===== config.mk =====
export PLATFORM = sky130hd
export DESIGN_NAME = acs_chip_select
export DESIGN_NICKNAME = d
export VERILOG_FILES = /design/src/acs_pkg.sv /design/src/acs_chip_select.sv
export SDC_FILE = /design/constraint.sdc
export NUM_CORES = 1
export LEC_CHECK = 0
export BUFFER_PORTS_ARGS = -buffer_cell sky130_fd_sc_hd__buf_4
export CAP_MARGIN = 20
export CORE_ASPECT_RATIO = 2
export CORE_UTILIZATION = 39
export DETAILED_ROUTE_END_ITERATION = 10
export SYNTH_ARGS = -nofsm -noshare
export SYNTH_HDL_FRONTEND = slang
export SYNTH_HIERARCHICAL = 1
export SYNTH_SLANG_ARGS = --single-unit

===== constraint.sdc =====
create_clock -name sys_clk_i -period 6.4 [get_ports sys_clk_i]
set_clock_uncertainty 0.05 [all_clocks]
set_input_delay 0.64 -clock sys_clk_i [delete_from_list [all_inputs] [get_ports sys_clk_i]]
set_output_delay 0.64 -clock sys_clk_i [all_outputs]
set_load 0.05 [all_outputs]

===== src/acs_pkg.sv =====
package acs_pkg;

  // Result word and serial framing
  localparam int DATA_W          = 16;             // Bits per result, MSB first
  localparam int BIT_CNT_W       = 5;              // Counts 0..16
  localparam logic [15:0] SHIFT_RST = 16'h0000;    // Shift register after reset

  // Clock and timing
  localparam int CLK_PERIOD_NS   = 4;              // System clock period
  localparam int CONVERT_START_N_TIME_NS    = 20000;          // Conversion (busy) time
  localparam int CONVERT_START_N_CYCLES     = (CONVERT_START_N_TIME_NS + CLK_PERIOD_NS - 1) / CLK_PERIOD_NS;
  localparam int BIT_PHASE_NS    = 100;            // One phase of the internal bit clock
  localparam int BIT_PHASE_CYCLES = (BIT_PHASE_NS / CLK_PERIOD_NS < 1) ? 1 :
                                    BIT_PHASE_NS / CLK_PERIOD_NS;

  // Result buffer
  localparam int FIFO_DEPTH      = 16;

  // Pins sampled from outside the clock domain
  typedef struct packed {
    logic convert_start_n_n;   // convert_start_n
    logic cs_n;     // Chip select, active low
    logic ext_sel;  // clock_source_select, high = external bit clock
    logic sclk;     // serial_bit_clock as seen on the pin
  } acs_pins_t;
  localparam acs_pins_t PINS_RST = 4'hc;           // Idle pin levels

  // Result word carried from the converter core
  typedef struct packed {
    logic [DATA_W-1:0] code;  // Two's complement result
  } acs_result_t;

  // Conversion sequencer
  typedef enum logic [2:0] {
    ST_IDLE = 3'b001,
    ST_CONVERT_START_N = 3'b010,
    ST_DONE = 3'b100
  } acs_state_t;

endpackage


===== src/acs_chip_select.sv =====
// What this block does
// - Chip select high disables data and clock
// - External clock ignored while chip select high
// - Disable anytime without disturbing conversion sequencing
// - A convert-start falling edge while idle starts conversion
// - Internal transfer still runs with outputs off
// - Bit clock driven only in internal mode
// - Internal mode: previous result, 16 bits, idle low
// - Busy low over the whole internal transmission
// - External rising edge starts, bits MSB first
`timescale 1ns/1ps
`default_nettype none

module acs_fifo #(
  parameter int W = 16,
  parameter int D = 16
) (
  // Clock and reset
  input  wire logic         sys_clk_i,
  input  wire logic         sys_rst_i,
  // Filling side
  input  wire logic         in_valid_i,
  output logic              in_ready_o,
  input  wire logic [W-1:0] in_data_i,
  // Draining side
  output logic              out_valid_o,
  input  wire logic         out_ready_i,
  output logic [W-1:0]      out_data_o
);
  localparam int AW = $clog2(D);

  logic [W-1:0]  mem_r [D];   // Storage
  logic [AW-1:0] wr_ptr_r;    // Next slot to fill
  logic [AW-1:0] rd_ptr_r;    // Oldest slot
  logic [AW:0]   count_r;     // Words held
  logic [AW:0]   count_nxt;
  logic          push;
  logic          pop;

  assign push        = in_valid_i && in_ready_o;
  assign pop         = out_valid_o && out_ready_i;
  assign out_valid_o = (count_r != '0);
  assign out_data_o  = mem_r[rd_ptr_r];

  // Occupancy after this cycle
  always_comb begin
    count_nxt = count_r;
    if (push && !pop) begin
      count_nxt = count_r + 1'b1;
    end else if (pop && !push) begin
      count_nxt = count_r - 1'b1;
    end
  end

  // Pointers, count and a registered ready so the source sees full honestly
  always_ff @(posedge sys_clk_i or posedge sys_rst_i) begin
    if (sys_rst_i) begin
      wr_ptr_r   <= '0;
      rd_ptr_r   <= '0;
      count_r    <= '0;
      in_ready_o <= 1'b1;
    end else begin
      count_r    <= count_nxt;
      in_ready_o <= (count_nxt != (AW+1)'(D));
      if (push) begin
        wr_ptr_r <= wr_ptr_r + 1'b1;
      end
      if (pop) begin
        rd_ptr_r <= rd_ptr_r + 1'b1;
      end
    end
  end

  // Storage has no reset; only written slots are ever read
  always_ff @(posedge sys_clk_i) begin
    if (push) begin
      mem_r[wr_ptr_r] <= in_data_i;
    end
  end
endmodule

module acs_chip_select import acs_pkg::*; #(
  parameter int CONVERT_START_N_CYCLES_P = CONVERT_START_N_CYCLES  // Shorten for simulation
) (
  // Clock and reset
  input  wire logic        sys_clk_i,
  input  wire logic        sys_rst_i,
  // Control pins from the host
  input  wire logic        convert_start_n_i,
  input  wire logic        cs_n_i,
  input  wire logic        clock_source_select_i,
  // Serial bit clock pin, two-way
  input  wire logic        serial_bit_clock_i,
  output logic             serial_bit_clock_o,
  output logic             serial_bit_clock_oe_o,
  // Serial data pin, three-state
  output logic             serial_data_o,
  output logic             serial_data_oe_o,
  // Status pin
  output logic             busy_n_o,
  // Results from the converter core
  input  wire logic        result_valid_i,
  output logic             result_ready_o,
  input  wire acs_result_t result_i
);

  acs_pins_t pin_s1_r;          // First stage, read only by second
  acs_pins_t pin_s2_r;
  acs_pins_t pin_s3_r;
  acs_pins_t pin_r;             // Settled pin levels
  logic      convert_start_n_prev_r;       // For the convert-start edge
  logic      sclk_prev_r;       // For external clock edges
  logic      convert_start_n_fall;
  logic      ext_rise;

  acs_state_t        state_r;      // Conversion sequencer
  logic [15:0]       convert_start_n_cnt_r;   // Cycles left in conversion
  logic [DATA_W-1:0] shift_r;      // Output shift register
  logic [BIT_CNT_W-1:0] ext_idx_r; // Bits sent in external mode
  logic              tx_active_r;  // Internal transfer in progress
  logic [BIT_CNT_W-1:0] tx_bit_r;  // Bit being sent internally
  logic [1:0]        tx_phase_r;   // Setup, high, low
  logic [7:0]        tx_div_r;     // Phase timer
  logic              fifo_valid;
  acs_result_t       fifo_data;
  logic              fifo_pop;
  logic              take_result;

  // Pins cross into the clock domain; a change counts once stages 2 and 3 agree
  always_ff @(posedge sys_clk_i or posedge sys_rst_i) begin
    if (sys_rst_i) begin
      pin_s1_r <= PINS_RST;
      pin_s2_r <= PINS_RST;
      pin_s3_r <= PINS_RST;
      pin_r    <= PINS_RST;
    end else begin
      pin_s1_r <= {convert_start_n_i, cs_n_i, clock_source_select_i, serial_bit_clock_i};
      pin_s2_r <= pin_s1_r;
      pin_s3_r <= pin_s2_r;
      for (int i = 0; i < 4; i++) begin
        if (pin_s2_r[i] == pin_s3_r[i]) begin
          pin_r[i] <= pin_s3_r[i];
        end
      end
    end
  end

  // Edge history on settled levels
  always_ff @(posedge sys_clk_i or posedge sys_rst_i) begin
    if (sys_rst_i) begin
      convert_start_n_prev_r <= 1'b1;
      sclk_prev_r <= 1'b0;
    end else begin
      convert_start_n_prev_r <= pin_r.convert_start_n_n;
      sclk_prev_r <= pin_r.sclk;
    end
  end

  assign convert_start_n_fall = convert_start_n_prev_r && !pin_r.convert_start_n_n;
  // External clock only counts with chip select low
  assign ext_rise  = pin_r.ext_sel && !pin_r.cs_n && pin_r.sclk && !sclk_prev_r;

  // Results queue here until a conversion ends; the core is stalled when full
  acs_fifo #(
    .W (DATA_W),
    .D (FIFO_DEPTH)
  ) u_fifo (
    .sys_clk_i   (sys_clk_i),
    .sys_rst_i   (sys_rst_i),
    .in_valid_i  (result_valid_i),
    .in_ready_o  (result_ready_o),
    .in_data_i   (result_i),
    .out_valid_o (fifo_valid),
    .out_ready_i (fifo_pop),
    .out_data_o  (fifo_data)
  );

  // A word is consumed at each conversion end, even if the host blocks the update
  assign fifo_pop    = (state_r == ST_DONE);
  // Update only if the external clock is quiet or gated off at the end
  assign take_result = fifo_pop && fifo_valid &&
                       (!pin_r.ext_sel || !pin_r.sclk || pin_r.cs_n);

  // Conversion sequencer; chip select plays no part here
  always_ff @(posedge sys_clk_i or posedge sys_rst_i) begin
    if (sys_rst_i) begin
      state_r    <= ST_IDLE;
      convert_start_n_cnt_r <= '0;
      busy_n_o   <= 1'b1;
    end else begin
      case (state_r)
        ST_IDLE: begin
          if (convert_start_n_fall) begin
            state_r    <= ST_CONVERT_START_N;
            convert_start_n_cnt_r <= 16'(CONVERT_START_N_CYCLES_P - 1);
            busy_n_o   <= 1'b0;
          end
        end
        ST_CONVERT_START_N: begin
          if (convert_start_n_cnt_r == '0) begin
            state_r <= ST_DONE;
          end else begin
            convert_start_n_cnt_r <= convert_start_n_cnt_r - 1'b1;
          end
        end
        ST_DONE: begin
          state_r  <= ST_IDLE;
          busy_n_o <= 1'b1;
        end
        default: begin
          state_r  <= ST_IDLE;
          busy_n_o <= 1'b1;
        end
      endcase
    end
  end

  // Shift register holds the last accepted result
  always_ff @(posedge sys_clk_i or posedge sys_rst_i) begin
    if (sys_rst_i) begin
      shift_r <= SHIFT_RST;
    end else if (take_result) begin
      shift_r <= fifo_data.code;
    end
  end

  // Internal transfer of the previous result during the new conversion
  always_ff @(posedge sys_clk_i or posedge sys_rst_i) begin
    if (sys_rst_i) begin
      tx_active_r <= 1'b0;
      tx_bit_r    <= '0;
      tx_phase_r  <= 2'h0;
      tx_div_r    <= '0;
    end else if (!tx_active_r) begin
      // Runs whatever chip select does, so the word is lost if disabled
      if (state_r == ST_IDLE && convert_start_n_fall && !pin_r.ext_sel) begin
        tx_active_r <= 1'b1;
        tx_bit_r    <= '0;
        tx_phase_r  <= 2'h0;
        tx_div_r    <= 8'(BIT_PHASE_CYCLES - 1);
      end
    end else if (tx_div_r != '0) begin
      tx_div_r <= tx_div_r - 1'b1;
    end else begin
      tx_div_r <= 8'(BIT_PHASE_CYCLES - 1);
      if (tx_phase_r != 2'h2) begin
        tx_phase_r <= tx_phase_r + 1'b1;
      end else begin
        tx_phase_r <= 2'h0;
        if (tx_bit_r == BIT_CNT_W'(DATA_W - 1)) begin
          tx_active_r <= 1'b0;
        end else begin
          tx_bit_r <= tx_bit_r + 1'b1;
        end
      end
    end
  end

  // External-mode bit counter, rewound when a new result lands
  always_ff @(posedge sys_clk_i or posedge sys_rst_i) begin
    if (sys_rst_i) begin
      ext_idx_r <= '0;
    end else if (take_result) begin
      ext_idx_r <= '0;
    end else if (ext_rise && ext_idx_r != BIT_CNT_W'(DATA_W)) begin
      ext_idx_r <= ext_idx_r + 1'b1;
    end
  end

  // Data and clock levels; both rest low between internal transfers, external data holds its last bit
  always_ff @(posedge sys_clk_i or posedge sys_rst_i) begin
    if (sys_rst_i) begin
      serial_data_o      <= 1'b0;
      serial_bit_clock_o <= 1'b0;
    end else if (!pin_r.ext_sel) begin
      serial_data_o      <= tx_active_r && shift_r[DATA_W-1-tx_bit_r];
      serial_bit_clock_o <= tx_active_r && (tx_phase_r == 2'h1);
    end else begin
      serial_bit_clock_o <= 1'b0;
      // Next bit appears on the rising edge, host samples just before the next rise
      if (ext_rise && ext_idx_r != BIT_CNT_W'(DATA_W)) begin
        serial_data_o <= shift_r[DATA_W-1-ext_idx_r];
      end
    end
  end

  // Enables follow chip select at any moment; released pins float
  always_ff @(posedge sys_clk_i or posedge sys_rst_i) begin
    if (sys_rst_i) begin
      serial_data_oe_o      <= 1'b0;
      serial_bit_clock_oe_o <= 1'b0;
    end else begin
      serial_data_oe_o      <= !pin_r.cs_n;
      serial_bit_clock_oe_o <= !pin_r.cs_n && !pin_r.ext_sel;
    end
  end
endmodule

`default_nettype wire


# Word level (Yosys, flattened, before mapping)
# Memories as Yosys holds them, arrays and structs flattened. A register that Yosys moved wholly into a read port is not among the register bits.
# Index checks and enable logic that the tools add are counted.
dict set report totals {
  reg_bits 77
  mem_bits_rw 256
  in_bits 23
  output_inout_bits 6
  wordCells 141
  memories 1
}
# memory depth width rd rd_ports_with_merged_regs write_ports line
set memory_table {}
lappend memory_table {u_fifo.mem_r 16 16 1 1 1 acs_chip_select.sv:32} ;# logic [W-1:0] mem_r [D];
dict set report classes {
  add_sub_neg 11
  magnitude_cmp 2
  n_eq_ne 19
  mux 38
  bitwise_logic 1
  n_reduce_logical 35
}
# cell count
set op_table {}
lappend op_table {{less-than comparator 32 x 5 -> 1 bit, second input constant} 2}
lappend op_table {{2-to-1 mux 5 bit} 9}
lappend op_table {{2-to-1 mux 16 bit} 2}
lappend op_table {{one-hot mux 16 bit (2 select lines)} 1}
lappend op_table {{2-to-1 mux 8 bit} 3}
lappend op_table {{logical NOT 16 bit} 1}
lappend op_table {{subtractor 16 x 1 -> 16 bit, second input constant} 1}
lappend op_table {{adder 5 x 1 -> 5 bit, second input constant} 3}
lappend op_table {{logical AND 1 bit} 15}
lappend op_table {{!= test 2 bit, second input constant} 7}
lappend op_table {{2-to-1 mux 1 bit} 13}
lappend op_table {{subtractor 4 x 5 -> 6 bit, first input constant} 2}
lappend op_table {{!= test 5 bit, second input constant} 2}
lappend op_table {{adder 4 x 1 -> 4 bit, second input constant} 2}
lappend op_table {{binary-select mux 1 bit (select 4 bit)} 2}
lappend op_table {{2-to-1 mux 2 bit} 4}
lappend op_table {{nonzero test 8 bit} 1}
lappend op_table {{subtractor 8 x 1 -> 8 bit, second input constant} 1}
lappend op_table {{logical NOT 1 bit} 7}
lappend op_table {{2-to-1 mux 3 bit} 2}
lappend op_table {{one-hot mux 3 bit (2 select lines)} 1}
lappend op_table {{AND reduction 2 bit} 3}
lappend op_table {{nonzero test 2 bit} 3}
lappend op_table {{== test 5 x 4 -> 1 bit, second input constant} 1}
lappend op_table {{other kinds (14)} 18}

# Logic depth before layout (Yosys ltp)
dict set report logic_depth {
  ltp_word 7
  depth_mapped 8
  depth_no_buf 7
}

# Hierarchy
# Netlist, hierarchy kept.
# module n_inst cells_each area_each_um2 seq_area_each_um2
set by_module_without_submodules {}
lappend by_module_without_submodules {acs_fifo 1 444 10461.3 8039.0}
lappend by_module_without_submodules {acs_chip_select 1 335 3831.2 1990.7}

# Worst setup path after synthesis
# Ideal clock, no wire load.
dict set report synth_timing {
  kind {register -> register}
  start {register u_fifo.rd_ptr_r[0]}
  end {register shift_r[0] (read register of u_fifo.mem_r)}
  setup_ns 0.125
  arrival_time_ns 2.378
  required_time_ns 6.225
  setup_slack_ns 3.848
  path_stages_with_launch 6
  path_buffers 2
  synth_period_minus_slack_ns 2.552
  cell_sequence {dfrtp_1 buf_1 buf_2 mux4_2 mux4_2 mux2_2}
}
# element line
set synth_lines {}
lappend synth_lines {{start: declaration} acs_chip_select.sv:34} ;# logic [AW-1:0] rd_ptr_r;
lappend synth_lines {{start signal: assignment} acs_chip_select.sv:69} ;# rd_ptr_r <= rd_ptr_r + 1'b1;
lappend synth_lines {{end: declaration} acs_chip_select.sv:118} ;# logic [DATA_W-1:0] shift_r;

==> results.md <==
- Status: completed
- Most common cell after layout, fill and taps aside: edfxtp_1
- Vias in the first global route: 7,800
- Finished Core Util: 44.8%
- Post-synthesis register bit count: 349
- Post-CTS Setup Bufs: 0
- Placer congestion estimate: 0.776
- Pleak: 5.46 nW
- R2r setup slk: 3320 ps
- Length of the first detailed-routing pass in iterations: 4
- Worst Reg-to-Reg Cells: 4
- Synthesized area: 14,300 sq um
- Routed wire length: 30,900 microns
- Slowest cell delay on critical path: 840 ps
- Max-Cap Viols: 0
- Comb power frac: 12.3%
- Die area: 37,500 sq um
- Worst path bufs/invs: 1
- CTS Hold Bufs: 0
- Num CTS Buffers: 31
- CTS tree: built
- Layout cells sized above 1: 27.2%
- Number of gates resized after CTS: 0
- # H-tree levels: 1
- Crit path required time: 6800 ps
- Total GRT Usage: 17.4%
- # diodes: 0
- Syn Area/Cell: 18.3 sq um
- Setup violations, final: 0
- Routed WL per cell: 23.7 microns
- Slew @ Worst Pin: 999 ps
- Row cnt: 98
- Slew margin rel.: 33.2%
- Startpoint Class: register
- Minimum clock period: 3080 ps
- Ports: 29
- Clock-pin slew on the worst setup and hold paths: 70 ps
- Sequential fraction of the synthesis area: 70.2%
- WP data arrival: 3480 ps
- Place WS: 3250 ps
- Final max-slew violation count: 0
- P per Cell Area: 337 nW/um^2
- Critical path type: reg -> reg
- Sw Share: 26.0%
- Die Ht: 273 microns
- Final setup margin: 3320 ps
- HPWL Detailed: 19,400 microns
- HP Class: in -> async
- Initial DRC Count: 361
- Sequential share of power: 52.8%
- DIE WIDTH: 137 microns
- Setup TNS: 0 ps
- R2R Path Start: u_fifo/rd_ptr_r[0]$_DFFE_PP0P_
- Worst IR Drop VDD: 0.000333 V
- Ys flop type: edfxtp_1
- Synth-to-Final Area Change: 12.7%
- Tcrit/Tclk final: 48.1%
- Post-route DRC violation count: 0
- Number of flops mapped to enable cells by yosys: 256
- Pin count of the biggest net entering global routing: 43
- NumNets Final: 866
- CP max FO: 36
- WP depth: 4
- CP Cell Sequence: buf_4, mux4_2, mux4_2, mux2_2
- CTS Buffer Depth: 3
- Most frequent cells in the layout: edfxtp_1, mux4_2, dfrtp_1
- Clk_lat worst skew: 580 ps
- Reg-to-Reg End: shift_r[14]$_DFFE_PP0N_
- Filler instances: 3,081
- Sink Count: 349
- Post-synth ARST share: 26.6%
- CP top delay family: multiplexers
- Fin. Hold Viols: 0
- P_sw: 1.41 mW
- Core footprint: 35,900 sq um
- Syn Nets: 815
- Fmax achieved: 325 MHz
- Crit path top cell by count: mux4_2
- Via count: 7,184
- Clk network pwr share: 34.9%
- IO Port Bufs: 28
- Ys Warns: 6
- Mapped Cells: 779
- P_int: 4.02 mW
- Synth unique cells: 68
- Post-DRT Antenna Nets: 0
- Vias per cell: 5.51
- Root buf cell: clkbuf_16
- First-pass GRT wire length: 47,100 microns
- Setup repair after global routing missed its margin: false
- Kind of end point of the critical path: register
- Initial antenna violation count: 0
- Global route total overflow: 0
- Critical-path top delay cell: dfrtp_4
- Starting density of the core: 39.8%
-- worst max path at each step --
stage	startpoint	end	slack, ps
global placement	u_fifo/rd_ptr_r[0]$_DFFE_PP0P_	shift_r[15]$_DFFE_PP0N_	3270
detailed placement	u_fifo/rd_ptr_r[0]$_DFFE_PP0P_	shift_r[9]$_DFFE_PP0N_	3250
finish	u_fifo/rd_ptr_r[0]$_DFFE_PP0P_	shift_r[14]$_DFFE_PP0N_	3320
CTS	u_fifo/rd_ptr_r[0]$_DFFE_PP0P_	shift_r[9]$_DFFE_PP0N_	3210
floorplan	sys_rst_i	convert_start_n_cnt_r[0]$_DFFE_PP0P_	3700
global route	u_fifo/rd_ptr_r[0]$_DFFE_PP0P_	shift_r[9]$_DFFE_PP0N_	3070
-- worst reg2reg max path, delay by kind of cell, from the launching register on --
family                 cells  cell delay, ps
flip-flops                 1             840
buffers and inverters      1             690
multiplexers               3            1380
-- cells by family (layout without fill, tap and decap cells) --
logic type | count (synthesis) | after routing | share of synthesized area, %
adders and majority gates | 18 | 18 | 1.49
AOI/OAI and AO/OA | 66 | 66 | 3.27
and+or+nand+nor | 158 | 158 | 6.54
xor gates and xnor gates | 17 | 17 | 1.04
DFF | 349 | 349 | 70.2
buffers and inverters | 56 | 131 | 1.73
muxes | 115 | 115 | 15.7
-- state kept, by name, summed over array words and instances (netlist names), 2 cells and up --
name,cells
pin_r,4
tx_phase_r,2
u_fifo/wr_ptr_r,4
ext_idx_r,5
convert_start_n_cnt_r,16
tx_bit_r,5
shift_r,16
pin_s2_r,4
u_fifo/rd_ptr_r,4
u_fifo/count_r,5
state_r,3
tx_div_r,8
u_fifo/mem_r,256
pin_s1_r,4
pin_s3_r,4
-- Yosys cell counts (8+ instances only) --
library cell / count / area, sq um
ha_1: 13 / 163
mux2i_1: 10 / 100
nor2_1: 22 / 82.6
edfxtp_1: 256 / 7690
inv_1: 23 / 86.3
buf_2: 10 / 50.1
dfstp_2: 12 / 315
nand2b_1: 8 / 50.1
clkbuf_1: 14 / 52.6
a21oi_1: 9 / 45.0
nand2_1: 24 / 90.1
or4_1: 9 / 67.6
xnor2_1: 12 / 105
nand4_1: 10 / 62.6
dfrtp_1: 81 / 2030
and2_1: 15 / 93.8
mux2_2: 19 / 214
mux4_2: 86 / 1940
nand3_1: 10 / 50.1
nor3_1: 15 / 75.1
o21ai_0: 18 / 90.1
-- power groups by stage --
stage | combinational (mW) | sequential [mW] | clock (mW)
after floorplan | 0.428 | 2.88 | 0
after global placement | 0.665 | 2.91 | 0
after detailed placement | 0.680 | 2.91 | 0
after CTS | 0.682 | 2.87 | 1.94
after global routing | 0.738 | 2.90 | 2.02
final | 0.669 | 2.87 | 1.89
-- final cells by class --
class,count,area [sq um],area share [%]
Clock inverter,23,243,1.51
Timing Repair Buffer,50,375,2.33
Clock buffer,34,787,4.89
Sequential cell,349,10000,62.3
Inverter,24,91.3,0.567
Tap cell,450,563,3.49
Multi-Input combinational cell,374,4020,24.9
-- metrics by stage --
stage	cell area (sq um)	total power [mW]	hold WS [ps]	instances
finish	16100	5.43	78.9	1304
floorplan	14300	3.31	281	779
global placement	15100	3.57	288	1247
global route	16100	5.65	96.5	1304
detailed placement	15100	3.59	288	1247
CTS	16100	5.49	76.4	1304
-- metal layers --
metal  vias to the layer above  part of all wire, %  GRT usage [%]
met5                         -                    0              0
met2                       140                   58           33.7
met4                         0                  2.9           6.25
li1                       3222                    -              -
met3                        49                  3.8           2.30
met1                      3773                   35           18.6
Power figures use the tool's default switching activity.
